==> src/rtl/lse_map.svh <==
// register map, field positions, reset values and timing of the enable logic
`ifndef LSE_MAP_SVH
`define LSE_MAP_SVH
`define LSE_OFS_PG_MASK_A  8'h22
`define LSE_OFS_PIN_PG_CFG 8'h23
`define LSE_OFS_EDGE_DLY   8'h24
`define LSE_RST_PG_MASK_A  8'h00
`define LSE_RST_PIN_PG_CFG 8'h80
`define LSE_RST_EDGE_DLY   8'h00
`define LSE_RD_UNMAPPED    8'h00
`define LSE_BIT_MASK_LDO2  7
`define LSE_BIT_MASK_SWA   6
`define LSE_BUCK_HI        5
`define LSE_BUCK_LO        0
`define LSE_BIT_MASK_SWB2  1
`define LSE_BIT_MASK_LDO3  0
`define LSE_SRC_HI         4
`define LSE_SRC_LO         2
`define LSE_PGT_HI         6
`define LSE_PGT_LO         5
`define LSE_FALL_HI        5
`define LSE_FALL_LO        3
`define LSE_RISE_HI        2
`define LSE_RISE_LO        0
`define LSE_DLY_MS_0       7'h00
`define LSE_DLY_MS_1       7'h02
`define LSE_DLY_MS_2       7'h04
`define LSE_DLY_MS_3       7'h08
`define LSE_DLY_MS_4       7'h10
`define LSE_DLY_MS_5       7'h18
`define LSE_DLY_MS_6       7'h20
`define LSE_DLY_MS_7       7'h40
`define LSE_CLK_MHZ        100
`define LSE_TICK_US        1000
`define LSE_TICK_CYCLES    (`LSE_TICK_US * `LSE_CLK_MHZ)
`define LSE_PRE_W          24
`define LSE_MS_W           7
`define LSE_SYNC_W         16
`endif

==> src/rtl/lse_pkg.sv <==
// types and delay decode shared by the enable logic
`include "lse_map.svh"
package lse_pkg;

  typedef enum logic [2:0] {
    lse_src_pin1  = 3'h0,
    lse_src_pin2  = 3'h1,
    lse_src_pin5  = 3'h2,
    lse_src_pin4  = 3'h3,
    lse_src_pin3  = 3'h4,
    lse_src_pin34 = 3'h5,
    lse_src_pin6  = 3'h6,
    lse_src_one   = 3'h7
  } lse_src_type;

  typedef enum logic [1:0] {
    lse_pgt_1v5 = 2'h0,
    lse_pgt_1v8 = 2'h1,
    lse_pgt_2v5 = 2'h2,
    lse_pgt_3v3 = 2'h3
  } lse_pgt_type;

  typedef enum logic {lse_edge_idle, lse_edge_timing} lse_edge_state_type;

  typedef struct packed {
    lse_edge_state_type      state;
    logic                    out;
    logic [`LSE_PRE_W-1:0]   pre;
    logic [`LSE_MS_W-1:0]    ms;
    logic [`LSE_MS_W-1:0]    tgt;
  } lse_edge_st_type;

  typedef struct packed {
    logic [`LSE_SYNC_W-1:0]  s1;
    logic [`LSE_SYNC_W-1:0]  s2;
    logic [`LSE_SYNC_W-1:0]  s3;
    logic [`LSE_SYNC_W-1:0]  filt;
    logic [7:0]              pg_mask_a;
    logic [7:0]              pin_pg_cfg;
    logic [7:0]              edge_dly;
    logic [7:0]              rd_data;
    logic                    rd_valid;
    logic                    rail_en;
    logic                    second_en;
  } lse_top_st_type;

  function automatic logic [`LSE_MS_W-1:0] lse_delay_ms(
    input logic [2:0] code
  );
    logic [`LSE_MS_W-1:0] ms;
    ms = `LSE_DLY_MS_0;
    unique case (code)
      3'h0: ms = `LSE_DLY_MS_0;
      3'h1: ms = `LSE_DLY_MS_1;
      3'h2: ms = `LSE_DLY_MS_2;
      3'h3: ms = `LSE_DLY_MS_3;
      3'h4: ms = `LSE_DLY_MS_4;
      3'h5: ms = `LSE_DLY_MS_5;
      3'h6: ms = `LSE_DLY_MS_6;
      3'h7: ms = `LSE_DLY_MS_7;
    endcase
    return ms;
  endfunction : lse_delay_ms

endpackage : lse_pkg

==> src/rtl/lse_edge_delay.sv <==
// edge delay timer for the selected enable source
`include "lse_map.svh"
module lse_edge_delay #(
  parameter int TICK_CYCLES = `LSE_TICK_CYCLES
) (
  input  wire logic       sys_clk,
  input  wire logic       rst,
  input  wire logic       src_in,
  input  wire logic [2:0] rise_code,
  input  wire logic [2:0] fall_code,
  output logic            delayed_out
);
  import lse_pkg::*;

  localparam logic [`LSE_PRE_W-1:0] PRE_END = `LSE_PRE_W'(TICK_CYCLES - 1);

  lse_edge_st_type      st_reg;
  lse_edge_st_type      st_next;
  logic [`LSE_MS_W-1:0] tgt_sel;
  logic [`LSE_MS_W-1:0] ms_inc;
  logic                 tick;

  always_comb begin
    st_next = st_reg;
    tgt_sel = src_in ? lse_delay_ms(rise_code) : lse_delay_ms(fall_code);
    ms_inc  = `LSE_MS_W'(st_reg.ms + 1'b1);
    tick    = (st_reg.pre == PRE_END);
    unique case (st_reg.state)
      lse_edge_idle: begin
        if (src_in != st_reg.out) begin
          if (tgt_sel == '0) begin
            st_next.out = src_in;
          end else begin
            st_next.state = lse_edge_timing;
            st_next.tgt   = tgt_sel;
            st_next.pre   = '0;
            st_next.ms    = '0;
          end
        end
      end
      lse_edge_timing: begin
        if (src_in == st_reg.out) begin
          st_next.state = lse_edge_idle;
        end else if (tick) begin
          st_next.pre = '0;
          st_next.ms  = ms_inc;
          if (ms_inc == st_reg.tgt) begin
            st_next.out   = src_in;
            st_next.state = lse_edge_idle;
          end
        end else begin
          st_next.pre = `LSE_PRE_W'(st_reg.pre + 1'b1);
        end
      end
    endcase
  end

  always_ff @(posedge sys_clk or posedge rst) begin
    if (rst) begin
      st_reg <= '{state: lse_edge_idle, out: 1'b0, pre: '0, ms: '0, tgt: '0};
    end else begin
      st_reg <= st_next;
    end
  end

  assign delayed_out = st_reg.out;
endmodule : lse_edge_delay

==> src/rtl/lse_top.sv <==
// enable qualification logic for the first b load switch
`include "lse_map.svh"
module lse_top #(
  parameter int TICK_CYCLES = `LSE_TICK_CYCLES
) (
  input  wire logic               sys_clk,
  input  wire logic               rst,
  input  wire logic               control_pin_one,
  input  wire logic               control_pin_two,
  input  wire logic               control_pin_three,
  input  wire logic               control_pin_four,
  input  wire logic               control_pin_five,
  input  wire logic               control_pin_six,
  input  wire logic [5:0]         buck_rail_power_good,
  input  wire logic               load_switch_a_first_power_good,
  input  wire logic               aux_ldo_second_power_good,
  input  wire logic               switch_b_second_or_ldo_one_power_good,
  input  wire logic               aux_ldo_third_power_good,
  input  wire logic               combine_switch_b_enables,
  input  wire logic [7:0]         reg_addr,
  input  wire logic               reg_wr_en,
  input  wire logic [7:0]         reg_wr_data,
  input  wire logic               reg_rd_en,
  output logic [7:0]              reg_rd_data,
  output logic                    reg_rd_valid,
  output logic                    load_switch_b_first_enable,
  output logic                    load_switch_b_second_enable,
  output lse_pkg::lse_pgt_type    pg_threshold_select
);
  import lse_pkg::*;

  lse_top_st_type         st_reg;
  lse_top_st_type         st_next;
  logic [`LSE_SYNC_W-1:0] pin_vec;
  logic [5:0]             ctl_f;
  logic [5:0]             pg_buck_f;
  logic                   pg_swa_f;
  logic                   pg_ldo2_f;
  logic                   pg_swb2_f;
  logic                   pg_ldo3_f;
  logic                   m_ldo2;
  logic                   m_swa;
  logic [5:0]             m_buck;
  logic                   m_swb2;
  logic                   m_ldo3;
  lse_src_type            src_code;
  logic [2:0]             rise_code;
  logic [2:0]             fall_code;
  logic                   src_sel;
  logic                   dly_out;
  logic                   term_ldo2;
  logic                   term_swa;
  logic                   term_buck;
  logic                   term_swb2;
  logic                   term_ldo3;
  logic                   pg_ok;
  logic                   en_cond;
  logic [1:0]             wr_pgt;
  logic [`LSE_SYNC_W-1:0] sync_s2;
  logic [`LSE_SYNC_W-1:0] sync_s3;

  // asynchronous pins gathered for the three stage synchroniser
  assign pin_vec = {aux_ldo_third_power_good,
                    switch_b_second_or_ldo_one_power_good,
                    aux_ldo_second_power_good,
                    load_switch_a_first_power_good,
                    buck_rail_power_good,
                    control_pin_six,
                    control_pin_five,
                    control_pin_four,
                    control_pin_three,
                    control_pin_two,
                    control_pin_one};

  assign {pg_ldo3_f, pg_swb2_f, pg_ldo2_f, pg_swa_f, pg_buck_f, ctl_f} =
    st_reg.filt;

  assign sync_s2 = st_reg.s2;
  assign sync_s3 = st_reg.s3;

  assign m_ldo2    = st_reg.pg_mask_a[`LSE_BIT_MASK_LDO2];
  assign m_swa     = st_reg.pg_mask_a[`LSE_BIT_MASK_SWA];
  assign m_buck    = st_reg.pg_mask_a[`LSE_BUCK_HI:`LSE_BUCK_LO];
  assign m_swb2    = st_reg.pin_pg_cfg[`LSE_BIT_MASK_SWB2];
  assign m_ldo3    = st_reg.pin_pg_cfg[`LSE_BIT_MASK_LDO3];
  assign src_code  = lse_src_type'(st_reg.pin_pg_cfg[`LSE_SRC_HI:`LSE_SRC_LO]);
  assign rise_code = st_reg.edge_dly[`LSE_RISE_HI:`LSE_RISE_LO];
  assign fall_code = st_reg.edge_dly[`LSE_FALL_HI:`LSE_FALL_LO];
  assign wr_pgt    = reg_wr_data[`LSE_PGT_HI:`LSE_PGT_LO];

  // enable source multiplexer
  always_comb begin
    src_sel = 1'b0;
    unique case (src_code)
      lse_src_pin1:  src_sel = ctl_f[0];
      lse_src_pin2:  src_sel = ctl_f[1];
      lse_src_pin5:  src_sel = ctl_f[4];
      lse_src_pin4:  src_sel = ctl_f[3];
      lse_src_pin3:  src_sel = ctl_f[2];
      lse_src_pin34: src_sel = ctl_f[2] & ctl_f[3];
      lse_src_pin6:  src_sel = ctl_f[5];
      lse_src_one:   src_sel = 1'b1;
    endcase
  end

  lse_edge_delay #(
    .TICK_CYCLES (TICK_CYCLES)
  ) u_edge_delay (
    .sys_clk     (sys_clk),
    .rst         (rst),
    .src_in      (src_sel),
    .rise_code   (rise_code),
    .fall_code   (fall_code),
    .delayed_out (dly_out)
  );

  // power good qualification
  assign term_ldo2 = m_ldo2 | pg_ldo2_f;
  assign term_swa  = m_swa | pg_swa_f;
  assign term_buck = &(m_buck | pg_buck_f);
  assign term_swb2 = m_swb2 | pg_swb2_f;
  assign term_ldo3 = m_ldo3 | pg_ldo3_f;
  assign pg_ok     = term_ldo2 & term_swa & term_buck & term_swb2 & term_ldo3;
  assign en_cond   = dly_out & pg_ok;

  always_comb begin
    st_next    = st_reg;
    st_next.s1 = pin_vec;
    st_next.s2 = st_reg.s1;
    st_next.s3 = st_reg.s2;
    st_next.filt = ((st_reg.s2 ~^ st_reg.s3) & st_reg.s3)
                 | ((st_reg.s2 ^ st_reg.s3) & st_reg.filt);
    st_next.rail_en   = en_cond;
    st_next.second_en = combine_switch_b_enables & en_cond;
    st_next.rd_valid  = reg_rd_en;
    if (reg_wr_en) begin
      case (reg_addr)
        `LSE_OFS_PG_MASK_A:  st_next.pg_mask_a  = reg_wr_data;
        `LSE_OFS_PIN_PG_CFG: st_next.pin_pg_cfg = reg_wr_data;
        `LSE_OFS_EDGE_DLY:   st_next.edge_dly   = reg_wr_data;
        default: begin
        end
      endcase
    end
    if (reg_rd_en) begin
      case (reg_addr)
        `LSE_OFS_PG_MASK_A:  st_next.rd_data = st_reg.pg_mask_a;
        `LSE_OFS_PIN_PG_CFG: st_next.rd_data = st_reg.pin_pg_cfg;
        `LSE_OFS_EDGE_DLY:   st_next.rd_data = st_reg.edge_dly;
        default:             st_next.rd_data = `LSE_RD_UNMAPPED;
      endcase
    end
  end

  always_ff @(posedge sys_clk or posedge rst) begin
    if (rst) begin
      st_reg <= '{s1: '0, s2: '0, s3: '0, filt: '0,
                  pg_mask_a: `LSE_RST_PG_MASK_A,
                  pin_pg_cfg: `LSE_RST_PIN_PG_CFG,
                  edge_dly: `LSE_RST_EDGE_DLY,
                  rd_data: '0, rd_valid: 1'b0,
                  rail_en: 1'b0, second_en: 1'b0};
    end else begin
      st_reg <= st_next;
    end
  end

  assign reg_rd_data                 = st_reg.rd_data;
  assign reg_rd_valid                = st_reg.rd_valid;
  assign load_switch_b_first_enable  = st_reg.rail_en;
  assign load_switch_b_second_enable = st_reg.second_en;
  assign pg_threshold_select =
    lse_pgt_type'(st_reg.pin_pg_cfg[`LSE_PGT_HI:`LSE_PGT_LO]);
endmodule : lse_top

==> config.mk <==
export PLATFORM = sky130hd
export DESIGN_NAME = lse_top
export DESIGN_NICKNAME = d
export VERILOG_FILES = /design/src/rtl/lse_pkg.sv /design/src/rtl/lse_edge_delay.sv /design/src/rtl/lse_top.sv
export VERILOG_INCLUDE_DIRS = /design/src /design/src/rtl
export SDC_FILE = /design/constraint.sdc
export NUM_CORES = 1
export LEC_CHECK = 0
export ABC_CLOCK_PERIOD_IN_PS = 3260
export BUFFER_PORTS_ARGS = -buffer_cell sky130_fd_sc_hd__buf_4
export CORE_MARGIN = 1
export CORE_UTILIZATION = 50
export CTS_CLUSTER_DIAMETER = 80
export DETAILED_ROUTE_END_ITERATION = 16
export GPL_TIMING_DRIVEN = 0
export PLACE_DENSITY = 0.66
export SKIP_LAST_GASP = 1
export SLEW_MARGIN = 20
export SYNTH_ARGS = -nofsm -noshare
export SYNTH_HDL_FRONTEND = slang
export SYNTH_HIERARCHICAL = 1
export SYNTH_SLANG_ARGS = --single-unit
export TNS_END_PERCENT = 100
==> constraint.sdc <==
create_clock -name sys_clk -period 3.26 [get_ports sys_clk]
set_clock_uncertainty 0.05 [all_clocks]
set_input_delay 0.163 -clock sys_clk [delete_from_list [all_inputs] [get_ports sys_clk]]
set_output_delay 0.163 -clock sys_clk [all_outputs]
set_load 0.005 [all_outputs]
==> results.txt <==
* Non-filler instance count after layout: between 700 and 800
* Detailed placer's ending HPWL: approximately 8 mm
* Area used by multi-input combinational logic: between 2000 and 2500 µm²
- Proportion of synthesized flip-flops having asynchronous set or reset: between 90% and 100%
- Die outline area: ~13000 µm²
* Post-CTS setup-driven buffer insertion count: 0
- Largest net degree at the start of global routing: 75
* Top sig layer: met4
* Number of synthesized flops with an enable pin: 0
- Timing would allow up to 0.327 GHz.
- CTS built an H-tree with a depth of 4.
* Horizontal die dimension: approximately 110 µm
- Overall track demand over capacity in global routing: around 22%
- At the worst endpoint, the arrival time is 3.31 ns.
* Top-count cell post-synth: dfrtp_1
- In this run the count of I/O pins placed on the die edge is 50.
* Count of warnings emitted by yosys: 6
* Placed instance count: just over 700
- Sequential cells were found to cover 57.0% of the synthesized design area.
- TritonCTS built the clock tree.
- Worst-case vdd ir drop: ~550 µV
* Depth of the most critical reg-to-reg path: 9
- Netlist area before placement: 6060 µm²
- Data on the critical path is required at its endpoint by 3.52 ns.
- The startpoint identified for the worst register-to-register timing path is src_code[2]$_DFFE_PP0P_.
- After clock tree synthesis, the clock-pin slew on the worst setup and hold paths is 0.06 ns.
* Setup slack, reg-to-reg: 0.21 ns
- Cells after synthesis: approximately 510
* Number of port buffers: between 40 and 50
- Capture instance of the worst register-to-register path: u_edge_delay/st_reg[28]$_DFFE_PP0P_
- The min-delay analysis places its worst path in the category primary input to async pin.
- The count of nets left with antenna violations once routing finished came out at 0.
* Share of the synthesized area in the top cell type: between 50% and 60%
* Length of routed wiring on met1: around 5.7 mm
- Buffer levels on the longest clock path: 2
* Root buffer cell: clkbuf_16
- Hold violation total from the final report: 0
- The pre-antenna-repair detailed-routing pass consisted of 5 iterations.
- Cell type with the largest total area after synthesis: dfrtp_1
* CTS buffer count: 17
* Share of the clock period used by the worst path after layout: around 94%
- Area of all placed cells without fillers: approximately 7500 µm²
- Combinational cell fraction of total power: around 15%
- The core region is 11600 µm².
- Switching power as a share of total power: 27.4%
- The later pin in the worst-skew pair is clocked with a latency of ~0.4 ns.
- The register with the most flip-flops in the layout has 38 of them.
- Cells taking the most area after synthesis: dfrtp_1 (57%), mux2_2 (4.6%), ha_1 (3.9%)
* Placement Rows: 39
- Number of maximum-capacitance constraint violations: 0
- Routability Congestion: 0.828
- Clock network power share: approximately 42%
- The flow ran to the end, and the final reports show no timing, DRC or antenna violations.
- Placed standard-cell area: 6660 µm²
- Setup repair after global routing left no endpoint under its margin.
* Number of filler instances in the final layout: slightly above 900
- In the final routed layout, each cell accounts on average for around 16 µm.
- Number of nets in the layout: between 600 and 700
* Via count of the first global-routing pass: approximately 4.4k
- Wire length after detailed routing: roughly 12 mm
* CTS Sinks: 138
- # diodes: 0
- In the final timing run, aggregate negative setup slack is 0 ns.
- Final setup violation count: 0
- Setup CP Type: flip-flop to flip-flop
* Critical Path Start Type: flip-flop
- Total via count in the routed design: approximately 4.4k
- Using the TritonRoute via totals, the vias-per-cell ratio works out to about 5.7.
- Die H: 112 µm
* Flop and latch count out of synthesis: 138
- Source of the critical timing path: src_code[2]$_DFFE_PP0P_
- For the pin with the worst max-slew slack, the measured transition is about 0.9 ns.
- The detailed router finished its first iteration with ~270 violations.
* Initial cell density of the core: around 52%
- Headroom to the max-slew limit: 41.2%
- Internal power comes to approximately 3200 µW.
- Cells with a size suffix above 1 make up about a quarter of the layout.
- The total count of max-transition violations in the final report is 0.
- WL met3: roughly 460 µm
* Wire length of the first global-routing pass: about 21 mm
* Number of unique standard cell types used by synthesis: 59
- Power spent charging and discharging nets: between 1000 and 1500 µW
* Remaining routing DRC violations: 0
* Initial antenna violation count: 0
- In this run the worst path has a maximum fanout of 10.
* Layout-stage area growth over the synthesis result: 24.2%
- Footprint of the flip-flops and latches: approximately 3500 µm²
- Global routing finished with a remaining overflow of 0.
- After layout, the minimum clock period comes to around 3.1 ns.
* Cell types with the highest counts after synthesis: dfrtp_1 (137), o21ai_0 (40), nand2_1 (34)
- DR WL met2: a little over 6 mm
- Averaged over all synthesized cells, the footprint is roughly 12 µm².
- Power spread over the standard cell area amounts to about 580 nW/µm².
- STA classifies the critical path endpoint as a flip-flop.
* Static leakage power: ~0.0034 µW
- Proportion of power drawn by flip-flops and latches: between 40 and 50%
- The most used flip-flop cell after synthesis is dfrtp_1.
- Net count after synthesis: between 500 and 600
cells in the final DEF (no fill, tap or decap), types with 10 or more instances in the layout:
| master | synthesis | final |
|---|---|---|
| dlygate4sd3_1 | 0 | 27 |
| ha_1 | 19 | 19 |
| mux2i_1 | 10 | 10 |
| buf_4 | 10 | 61 |
| nand2_1 | 34 | 34 |
| mux2_2 | 25 | 25 |
| o22ai_1 | 13 | 13 |
| clkbuf_1 | 11 | 13 |
| dfrtp_1 | 137 | 137 |
| nand3_1 | 18 | 18 |
| clkbuf_16 | 0 | 17 |
| nor2_1 | 16 | 14 |
| inv_1 | 18 | 16 |
| o21ai_0 | 40 | 40 |
| o31ai_1 | 13 | 13 |
| a21o_1 | 18 | 18 |
per-stage QoR:
stage / util, % / worst slack, ns / hold WS [ns] / power (µW)
6_report: 64.8 / 0.206 / 0.198 / 4400
3_3_place_gp: 56.9 / -0.580 / 0.223 / 2490
2_1_floorplan: - / 0.286 / 0.144 / 2300
4_1_cts: 64.8 / 0.0446 / 0.173 / 4430
3_5_place_dp: 57.4 / -0.177 / 0.0849 / 2520
5_1_grt: 64.8 / 0.0556 / 0.197 / 4600
final cells by class:
class / instances / area share, %
Inverter: 18 / 0.964
Multi-Input combinational cell: 325 / 31.5
Clock inverter: 13 / 1.94
Clock buffer: 19 / 5.75
Sequential cell: 138 / 45.9
Tap cell: 143 / 2.38
Buffer: 31 / 2.44
Timing Repair Buffer: 78 / 9.11
critical path: stages, from the launching register on:
cell,delay (ns)
dfrtp_1,0.35
buf_2,0.17
mux2i_1,0.13
mux4_2,0.50
nor2_4,0.19
ha_1,0.31
clkbuf_1,0.25
nor2_1,0.55
o21ai_0,0.19
a22o_1,0.26
metal layers:
metal  track usage, %  vias up
met5                0        -
met4             8.27        0
met3             6.05       12
met2             34.7      108
met1             28.8     2174
li1                 -     2080
worst max path at each step:
stage                     slack (ns)                                   to  depth (start not counted)
after floorplan                 0.29  u_edge_delay/st_reg[18]$_DFFE_PP0P_                         11
after detailed placement       -0.18  u_edge_delay/st_reg[29]$_DFFE_PP0P_                         11
after global placement         -0.58                 sync_s3[4]$_DFF_PP0_                          2
final                           0.21  u_edge_delay/st_reg[28]$_DFFE_PP0P_                          9
after CTS                       0.04  u_edge_delay/st_reg[29]$_DFFE_PP0P_                         11
after global routing            0.06  u_edge_delay/st_reg[19]$_DFFE_PP0P_                         10
cell families after synthesis:
kind of cell	count (synthesis)	synth area share, %
flops	138	57.0
compound gates	133	14.7
simple gates	130	12.6
buf+inv	50	4.15
mux	36	6.67
fa+ha+maj	19	3.92
xor+xnor	7	1.01
what timing repair did:
action,CTS,global route
resized for setup,4,3
setup endpoints to repair,21,20
pin swaps,0,0
gates cloned,0,0
hold buffers,27,0
endpoints found under the hold margin,120,0
power by group through the flow:
| stage | Combinational, µW | Sequential [µW] | Clock, µW |
|---|---|---|---|
| after global routing | 707 | 1910 | 1980 |
| after CTS | 631 | 1900 | 1900 |
| after floorplan | 400 | 1900 | 0 |
| after detailed placement | 592 | 1930 | 0 |
| after global placement | 571 | 1920 | 0 |
| final | 642 | 1900 | 1860 |
Note: power is estimated with default switching activity, not from simulation.
